## src/autoneg_config_map.vh

```
// Purpose: offsets, field positions, constant register words and timing counts for autoneg_config_control
// Assumes: 32-bit wishbone words, 16-bit registers in the low half
// Notes:   all offsets are register indices, not byte addresses; byte address is four times the index
`ifndef AUTONEG_CONFIG_MAP_VH
`define AUTONEG_CONFIG_MAP_VH

`define IDX_BASIC_CONTROL   6'h00
`define IDX_BASIC_STATUS    6'h01
`define IDX_ADVERTISE       6'h04
`define IDX_PARTNER         6'h05
`define IDX_EXPANSION       6'h06
`define IDX_STATUS_SUMMARY  6'h10

`define CTL_SPEED_BIT       13
`define CTL_NEG_EN_BIT      12
`define CTL_RESTART_BIT     9
`define CTL_DUPLEX_BIT      8

`define ADV_100FD_BIT       8
`define ADV_100HD_BIT       7
`define ADV_10FD_BIT        6
`define ADV_10HD_BIT        5
`define ADV_SELECTOR        5'h01

`define STS_ABILITY_CONST   16'h7849
`define PD_PARTNER_100      16'h0081
`define PD_PARTNER_10       16'h0021

`define BREAK_LINK_MS       1500
`define CLK_HZ              25000000

`endif

```

## src/autoneg_config_control.v

```verilog
// Purpose: negotiation configuration, advertisement, partner capture and status for one port
// Assumes: one 25 MHz clock, synchronous active-high reset, classic wishbone slave, 32-bit data
// Notes:   the flp burst physical layer is outside; it hands in received code words and link levels
`timescale 1ns/10ps
`include "autoneg_config_map.vh"

module autoneg_config_control #(
	parameter BREAK_CYCLES = `BREAK_LINK_MS * (`CLK_HZ / 1000)
) (
	input  wire        clk_i,
	input  wire        rst_i,
	input  wire        cyc_i,
	input  wire        stb_i,
	input  wire        we_i,
	input  wire [7:0]  adr_i,
	input  wire [3:0]  sel_i,
	input  wire [31:0] dat_i,
	output wire [31:0] dat_o,
	output wire        ack_o,
	input  wire        negotiate_strap_i,
	input  wire        ability_select_hi_strap_i,
	input  wire        ability_select_lo_strap_i,
	input  wire        page_valid_i,
	input  wire [15:0] page_word_i,
	input  wire        link_good_i,
	input  wire        pd_link_100_i,
	input  wire        pd_link_10_i,
	output wire        tx_quiet_o,
	output wire        flp_enable_o,
	output wire [15:0] flp_word_o,
	output wire        speed_100_o,
	output wire        full_duplex_o
);

	localparam ST_IDLE       = 2'd0;
	localparam ST_BREAK      = 2'd1;
	localparam ST_FLP        = 2'd2;
	localparam ST_DONE       = 2'd3;

	localparam MODE_10_HALF  = 2'd0;
	localparam MODE_10_FULL  = 2'd1;
	localparam MODE_100_HALF = 2'd2;
	localparam MODE_100_FULL = 2'd3;

	// one selector for resolution and parallel detect keeps the priority in one place
	function [1:0] pick_mode;
		input [3:0] ab;
		begin
			if (ab[3]) begin
				pick_mode = MODE_100_FULL;
			end else if (ab[2]) begin
				pick_mode = MODE_100_HALF;
			end else if (ab[1]) begin
				pick_mode = MODE_10_FULL;
			end else begin
				pick_mode = MODE_10_HALF;
			end
		end
	endfunction

	// four ability bits out of the three straps; forced straps leave only the forced mode
	function [3:0] strap_advert;
		input [2:0] s;
		begin
			if (s[2]) begin
				case (s[1:0])
					2'b00:   strap_advert = 4'b0011;
					2'b01:   strap_advert = 4'b1100;
					2'b10:   strap_advert = 4'b0101;
					default: strap_advert = 4'b1111;
				endcase
			end else begin
				case (s[1:0])
					2'b00:   strap_advert = 4'b0001;
					2'b01:   strap_advert = 4'b0010;
					2'b10:   strap_advert = 4'b0100;
					default: strap_advert = 4'b1000;
				endcase
			end
		end
	endfunction

	// register index match, shared by the write and read paths
	function hit;
		input [5:0] idx_in;
		input [5:0] target;
		begin
			hit = (idx_in == target);
		end
	endfunction

	reg  [2:0]  strap_s1_q;
	reg  [2:0]  strap_s2_q;
	reg  [2:0]  strap_s3_q;
	reg         link_s1_q;
	reg         link_s2_q;
	reg         link_s3_q;
	reg         link_ok_q;
	reg         rst_seen_q;
	reg         strapped_q;
	reg  [15:0] control_q;
	reg  [3:0]  adv_q;
	reg  [15:0] partner_q;
	reg         complete_q;
	reg         partner_able_q;
	reg         page_rx_q;
	reg         pd_fault_q;
	reg  [1:0]  state_q;
	reg  [1:0]  state_d;
	reg  [31:0] timer_q;
	reg  [1:0]  mode_q;
	reg         ack_q;
	reg  [31:0] dat_q;
	reg  [31:0] dat_d;

	wire        req;
	wire        wr;
	wire        rd;
	wire [5:0]  idx;
	wire        neg_en;
	wire        restart;
	wire        capture_now;
	wire        start_neg;
	wire        break_done;
	wire        page_last;
	wire        pd_single;
	wire        pd_double;
	wire        pd_take;
	wire        flp_active;
	wire [3:0]  page_ab;
	wire [3:0]  page_common;
	wire [15:0] adv_word;
	wire [15:0] status_word;
	wire [15:0] expansion_word;
	wire [15:0] summary_word;

	assign req         = cyc_i & stb_i & ~ack_q;
	assign wr          = req & we_i & sel_i[0] & sel_i[1];
	assign rd          = req & ~we_i;
	assign idx         = adr_i[7:2];
	assign neg_en      = control_q[`CTL_NEG_EN_BIT];
	assign restart     = wr & hit(idx, `IDX_BASIC_CONTROL) & dat_i[`CTL_RESTART_BIT];
	assign capture_now = rst_seen_q & ~strapped_q & (strap_s2_q == strap_s3_q);
	assign start_neg   = restart | (neg_en & strapped_q & (state_q == ST_IDLE));
	assign break_done  = (timer_q == BREAK_CYCLES - 1);
	assign page_last   = page_valid_i & ~page_word_i[15];
	assign pd_single   = pd_link_100_i ^ pd_link_10_i;
	assign pd_double   = pd_link_100_i & pd_link_10_i;
	assign pd_take     = ~page_valid_i & pd_single;
	assign flp_active  = neg_en & (state_q == ST_FLP) & ~start_neg;
	assign adv_word    = {7'h00, adv_q, `ADV_SELECTOR};

	assign status_word    = `STS_ABILITY_CONST | {10'h000, complete_q, partner_q[13], 1'b0, link_ok_q, 2'b00};
	assign expansion_word = {11'h000, pd_fault_q, partner_q[15], 1'b0, page_rx_q, partner_able_q};
	assign summary_word   = {13'h0000, ~mode_q[0], ~mode_q[1], link_ok_q};

	// ability bit i of the advertisement lines up with code word bit 5+i
	genvar gi;
	generate
		for (gi = 0; gi < 4; gi = gi + 1) begin : g_ability
			assign page_ab[gi]     = page_word_i[`ADV_10HD_BIT + gi];
			assign page_common[gi] = adv_q[gi] & page_ab[gi];
		end
	endgenerate

	// pins cross into the clock domain through three stages
	always @(posedge clk_i) begin
		strap_s1_q <= {negotiate_strap_i, ability_select_hi_strap_i, ability_select_lo_strap_i};
		strap_s2_q <= strap_s1_q;
		strap_s3_q <= strap_s2_q;
		link_s1_q  <= link_good_i;
		link_s2_q  <= link_s1_q;
		link_s3_q  <= link_s2_q;
	end

	// the filtered link holds its last value while the two late stages disagree
	always @(posedge clk_i) begin
		if (rst_i) begin
			link_ok_q <= 1'b0;
		end else if (link_s2_q == link_s3_q) begin
			link_ok_q <= link_s3_q;
		end
	end

	// straps are taken once after release; later activity on the shared pins is ignored
	always @(posedge clk_i) begin
		if (rst_i) begin
			rst_seen_q <= 1'b1;
			strapped_q <= 1'b0;
		end else if (capture_now) begin
			rst_seen_q <= 1'b0;
			strapped_q <= 1'b1;
		end
	end

	// ack answers one cycle after the request is taken and never twice in a row
	always @(posedge clk_i) begin
		if (rst_i) begin
			ack_q <= 1'b0;
		end else begin
			ack_q <= req;
		end
	end

	// restart self-clears: it is a strobe, never stored
	always @(posedge clk_i) begin
		if (rst_i) begin
			control_q <= 16'h0000;
		end else if (capture_now) begin
			control_q[`CTL_NEG_EN_BIT] <= strap_s3_q[2];
			control_q[`CTL_SPEED_BIT]  <= strap_s3_q[1];
			control_q[`CTL_DUPLEX_BIT] <= strap_s3_q[0];
		end else if (wr && hit(idx, `IDX_BASIC_CONTROL)) begin
			control_q <= {dat_i[15:10], 1'b0, dat_i[8:0]};
		end
	end

	// a written advertisement stays until the next reset reloads the straps
	always @(posedge clk_i) begin
		if (rst_i) begin
			adv_q <= 4'hf;
		end else if (capture_now) begin
			adv_q <= strap_advert(strap_s3_q);
		end else if (wr && hit(idx, `IDX_ADVERTISE)) begin
			adv_q <= {dat_i[`ADV_100FD_BIT], dat_i[`ADV_100HD_BIT],
				dat_i[`ADV_10FD_BIT], dat_i[`ADV_10HD_BIT]};
		end
	end

	// upper half always reads zero
	always @* begin
		dat_d = 32'h0000_0000;
		case (idx)
			`IDX_BASIC_CONTROL:  dat_d = {16'h0000, control_q};
			`IDX_BASIC_STATUS:   dat_d = {16'h0000, status_word};
			`IDX_ADVERTISE:      dat_d = {16'h0000, adv_word};
			`IDX_PARTNER:        dat_d = {16'h0000, partner_q};
			`IDX_EXPANSION:      dat_d = {16'h0000, expansion_word};
			`IDX_STATUS_SUMMARY: dat_d = {16'h0000, summary_word};
			default:             dat_d = 32'h0000_0000;
		endcase
	end

	always @(posedge clk_i) begin
		if (rst_i) begin
			dat_q <= 32'h0000_0000;
		end else if (rd) begin
			dat_q <= dat_d;
		end
	end

	// any state falls back to idle once negotiation is switched off, so forced bits rule again
	always @* begin
		state_d = state_q;
		if (start_neg) begin
			state_d = ST_BREAK;
		end else if (!neg_en) begin
			state_d = ST_IDLE;
		end else begin
			case (state_q)
				ST_BREAK: begin
					if (break_done) begin
						state_d = ST_FLP;
					end
				end
				ST_FLP: begin
					if (page_last || pd_take) begin
						state_d = ST_DONE;
					end
				end
				ST_DONE: begin
					state_d = ST_DONE;
				end
				default: begin
					state_d = ST_IDLE;
				end
			endcase
		end
	end

	always @(posedge clk_i) begin
		if (rst_i) begin
			state_q <= ST_IDLE;
		end else begin
			state_q <= state_d;
		end
	end

	// the break-link count restarts whenever the sequence is started again
	always @(posedge clk_i) begin
		if (rst_i) begin
			timer_q <= 32'h0000_0000;
		end else if (start_neg || state_q != ST_BREAK) begin
			timer_q <= 32'h0000_0000;
		end else if (!break_done) begin
			timer_q <= timer_q + 32'h0000_0001;
		end
	end

	// each page overwrites the last, so a next page replaces the base word
	always @(posedge clk_i) begin
		if (rst_i) begin
			partner_q      <= 16'h0000;
			partner_able_q <= 1'b0;
		end else if (flp_active) begin
			if (page_valid_i) begin
				partner_q      <= page_word_i;
				partner_able_q <= 1'b1;
			end else if (pd_single) begin
				partner_q      <= pd_link_100_i ? `PD_PARTNER_100 : `PD_PARTNER_10;
				partner_able_q <= 1'b0;
			end
		end
	end

	// completion and page flags are cleared by every new start
	always @(posedge clk_i) begin
		if (rst_i) begin
			page_rx_q  <= 1'b0;
			complete_q <= 1'b0;
		end else if (start_neg) begin
			page_rx_q  <= 1'b0;
			complete_q <= 1'b0;
		end else if (flp_active) begin
			if (page_valid_i) begin
				page_rx_q <= 1'b1;
			end
			if (page_last || pd_take) begin
				complete_q <= 1'b1;
			end
		end
	end

	// a fault raised in the same cycle as a read of the expansion register survives the read
	always @(posedge clk_i) begin
		if (rst_i) begin
			pd_fault_q <= 1'b0;
		end else if (flp_active && pd_double) begin
			pd_fault_q <= 1'b1;
		end else if (rd && hit(idx, `IDX_EXPANSION)) begin
			pd_fault_q <= 1'b0;
		end
	end

	// with negotiation on, the speed and duplex bits have no say in the mode
	always @(posedge clk_i) begin
		if (rst_i) begin
			mode_q <= MODE_10_HALF;
		end else if (!neg_en) begin
			mode_q <= {control_q[`CTL_SPEED_BIT], control_q[`CTL_DUPLEX_BIT]};
		end else if (flp_active && page_last) begin
			mode_q <= pick_mode(page_common);
		end else if (flp_active && pd_take) begin
			mode_q <= pick_mode({1'b0, pd_link_100_i, 1'b0, pd_link_10_i});
		end
	end

	assign dat_o         = dat_q;
	assign ack_o         = ack_q;
	assign tx_quiet_o    = neg_en & (state_q == ST_BREAK);
	assign flp_enable_o  = neg_en & (state_q == ST_FLP);
	assign flp_word_o    = adv_word;
	assign speed_100_o   = mode_q[1];
	assign full_duplex_o = mode_q[0];

endmodule // autoneg_config_control

```

## config.mk

```make
export PLATFORM = sky130hd
export DESIGN_NAME = autoneg_config_control
export DESIGN_NICKNAME = d
export VERILOG_FILES = /design/src/autoneg_config_control.v
export VERILOG_INCLUDE_DIRS = /design/src
export SDC_FILE = /design/constraint.sdc
export NUM_CORES = 1
export LEC_CHECK = 0
export BUFFER_PORTS_ARGS = -buffer_cell sky130_fd_sc_hd__buf_2
export CELL_PAD_IN_SITES_DETAIL_PLACEMENT = 1
export CELL_PAD_IN_SITES_GLOBAL_PLACEMENT = 2
export CORE_AREA = 3 3 92 182
export DETAILED_ROUTE_END_ITERATION = 10
export DIE_AREA = 0 0 95 185
export GPL_TIMING_DRIVEN = 0
export PLACE_DENSITY_LB_ADDON = 0.1
export SLEW_MARGIN = 20
export SYNTH_ARGS = -nofsm -noshare
export SYNTH_HDL_FRONTEND = slang
export SYNTH_SLANG_ARGS = --single-unit
```

## constraint.sdc

```tcl
create_clock -name clk_i -period 2.3 [get_ports clk_i]
set_clock_uncertainty 0.1 [all_clocks]
set_input_delay 0.115 -clock clk_i [delete_from_list [all_inputs] [get_ports clk_i]]
set_output_delay 0.115 -clock clk_i [all_outputs]
set_load 0.01 [all_outputs]
```

==> impl_results.md <==
* Status: finished, final reports clean
* Worst-Margin Slew at ~0.75 ns
* Post-synth EDFFs at 0
* DIE WIDTH at 95 microns
* Vias/cell at slightly below 5
* Count of pins over their slew limit at 0
* Final Hold Vio Count at 0
* Mapped Cells at between 500 and 600
* H-tree depth at 3
* LEAKAGE at 2.41 nW
* Worst Path Required at between 2 and 2.5 ns
* DRT iter0 DRCs at 98
* Post-synthesis cell area at between 4000 and 5000 sq um
* DR vias at 4386
* DR WL/cell at roughly 18 microns
* Worst VDD drop at around 0.35 mV
* Crit-path cells: nand3b_1, nor4_4, and2_1, buf_2, nand2_1, a21oi_1
* Share of layout cells above drive strength 1 at 0.221
* Synth warnings at 0
* Synth Register Bits at between 100 and 150
* Worst skew pair latency at between 0.3 and 0.4 ns
* Avg Cell Area, Syn at 8.67 sq um
* Die area at about 18000 sq um
* Detailed Routing Iterations Pass 1 at 4
* Number of global-route vias before repair at roughly 4700
* CP startpoint kind: flop
* Power Total at between 3 and 4 mW
* Worst path top cell family by delay: simple AND/OR/NAND/NOR gates
* CP peak stage delay at a little under 0.6 ns
* Global-route wire length before repair at roughly 25000 microns
* Max Cap Viol at 0
* Max Fclk at approximately 0.47 GHz
* Gr usage total at 0.187
* Max Root-Sink Buffers at 2
* CP max FO at 10
* CTS root buffer: clkbuf_16
* Power Dens Cells at 620 nW/um^2
* Type of the most critical hold path: in2reg
* Layout Area Growth over Synthesis at 30.3%
* Largest net degree at the start of global routing at 22
* Bufs and invs on worst path at 1
* Starting Density at 0.308
* Die height at 185 microns
* Rows at 64
* Nets at between 700 and 800
* Core footprint at about 15000 sq um
* Ant diodes at 0
* # clock sinks at around 110
* Asr flop ratio synth at 0
* Setup_tns at 0 ns
* Ports at between 100 and 150
* Routed WL at about 16000 microns
* Register area share after synthesis at 0.450
* Clock transition at the registers of the reported paths at 0.09 ns
* Remaining design rule violation count at 0
* Core Util, Final at 0.401
* Critical-path top delay cell: nor4_4
* Final critical-path required period at around 2.1 ns
* Crit path DAT at around 2.3 ns
* DRT antenna net count at 0
* Unrepaired setup endpoints after global routing: false
* Synth cell types at between 50 and 60
* CTS Buf Count at 9
* Setup-failing EPs final at 0
* Ys flop type: dfxtp_1
* CTS tree: done
* Setup Crit Path Kind: reg2reg
* Final worst-path cycle share at 0.932
* Post-DP HPWL at between 10000 and 15000 microns
* Congestion Overflow GR at 0
* Gp weighted congestion at just under 0.8
* Initial antenna violation count at 0
* Slew margin rel. at 0.499
* PortBufs at 72
* CP endpoint kind: flop
==> report_power, final <==
part           leakage [nW]  switching (mW)  internal (mW)
registers             0.868          0.0239           1.88
clock network         0.150           0.816          0.778
logic                  1.39           0.181          0.163
==> per-stage QoR <==
| stage | cells | hold slack (ns) | setup WS, ns | cell area (sq um) |
|---|---|---|---|---|
| 6_report | 900 | 0.0181 | 0.157 | 6200 |
| 5_1_grt | 900 | 0.0270 | 0.0186 | 6200 |
| 3_5_place_dp | 845 | 0.122 | -0.462 | 5460 |
| 2_1_floorplan | 575 | 0.0427 | 0.226 | 4860 |
| 3_3_place_gp | 845 | 0.119 | -0.415 | 5460 |
| 4_1_cts | 896 | 0.00286 | 0.00125 | 6140 |
==> registers in the layout, summed over array words and instances, names as in the netlist, 2 cells and up <==
name        flops
dat_o          16
mode_q          2
adv_q           4
state_q         2
strap_s2_q      3
partner_q      16
timer_q        32
strap_s1_q      3
strap_s3_q      3
control_q      15
==> cells in the mapped netlist, drive strengths merged, types with 5 or more instances <==
cell type,n,share of area
nand2,63,0.050
nor2,54,0.045
xor2,20,0.037
a22o,13,0.024
nor4,5,0.013
xnor2,5,0.0092
and3,5,0.0076
clkbuf,16,0.013
dfxtp,107,0.45
nor3,10,0.014
a22oi,6,0.0095
nand3,17,0.018
or3,10,0.014
a21oi,48,0.050
nand4,18,0.024
inv,15,0.012
o21ai,29,0.031
buf,38,0.058
mux2i,9,0.019
nor2b,10,0.013
==> layout make-up <==
| class | instances | area (sq um) |
|---|---|---|
| Fill cell | 1899 | 9260 |
| Sequential cell | 107 | 2140 |
| Tap cell | 198 | 248 |
| Clock inverter | 7 | 81.3 |
| Clock buffer | 9 | 225 |
| Multi-Input combinational cell | 399 | 2370 |
| Buffer | 54 | 338 |
| Inverter | 15 | 56.3 |
| Timing Repair Buffer | 111 | 736 |
==> cell families (layout without fill, tap and decap cells) <==
logic type,count (synthesis),in the layout,synth area share
AOI/OAI and AO/OA,125,125,0.165
xor gates and xnor gates,25,25,0.0460
adders and majority gates,4,4,0.0105
buffers and inverters,69,196,0.0820
DFF,107,107,0.450
muxes,11,11,0.0237
other,2,28,0.00158
and+or+nand+nor,206,206,0.221
==> placed cells by master, fill, tap and decap left out, drive strengths merged, types with 20 or more instances in the layout <==
master,Yosys,final
buf,38,116
nand2,63,63
dlygate4sd3,0,33
a21oi,48,48
clkbuf,16,25
dfxtp,107,107
conb,2,28
o21ai,29,29
nor2,54,54
xor2,20,20
==> routing by layer <==
layer | GRT usage | share of wire | up-vias | wire length [microns]
met5 | 0 | 0 | - | 0
li1 | - | - | 2174 | -
met4 | 0.0723 | 0.026 | 0 | 417
met2 | 0.394 | 0.61 | 70 | 9780
met1 | 0.166 | 0.34 | 2122 | 5420
met3 | 0.0285 | 0.029 | 20 | 466
==> what timing repair did <==
action	in CTS	in global routing
pin swaps	1	2
resized for setup	5	9
endpoints found under the hold margin	36	0
hold buffers	33	0
buffers inserted	2	4
setup endpoints to repair	44	32
==> worst paths after layout <==
kind / to / cells after the start / slack [ns] / from
worst max register to register: control_q[4]$_SDFFE_PP0P_ / 6 / 0.16 / ack_o$_SDFF_PP0_
worst min register to register: link_s2_q$_DFF_P_ / 0 / 0.23 / link_s1_q$_DFF_P_
worst min-delay path: dat_o[0]$_SDFFE_PP0P_ / 3 / 0.02 / adr_i[6]
worst max-delay path: control_q[4]$_SDFFE_PP0P_ / 6 / 0.16 / ack_o$_SDFF_PP0_
==> worst min-delay path: stages <==
cell	delay, ns
buf_2	0.13
nand4_1	0.10
a311oi_1	0.08
No activity file was read; power rests on OpenSTA's default activity.
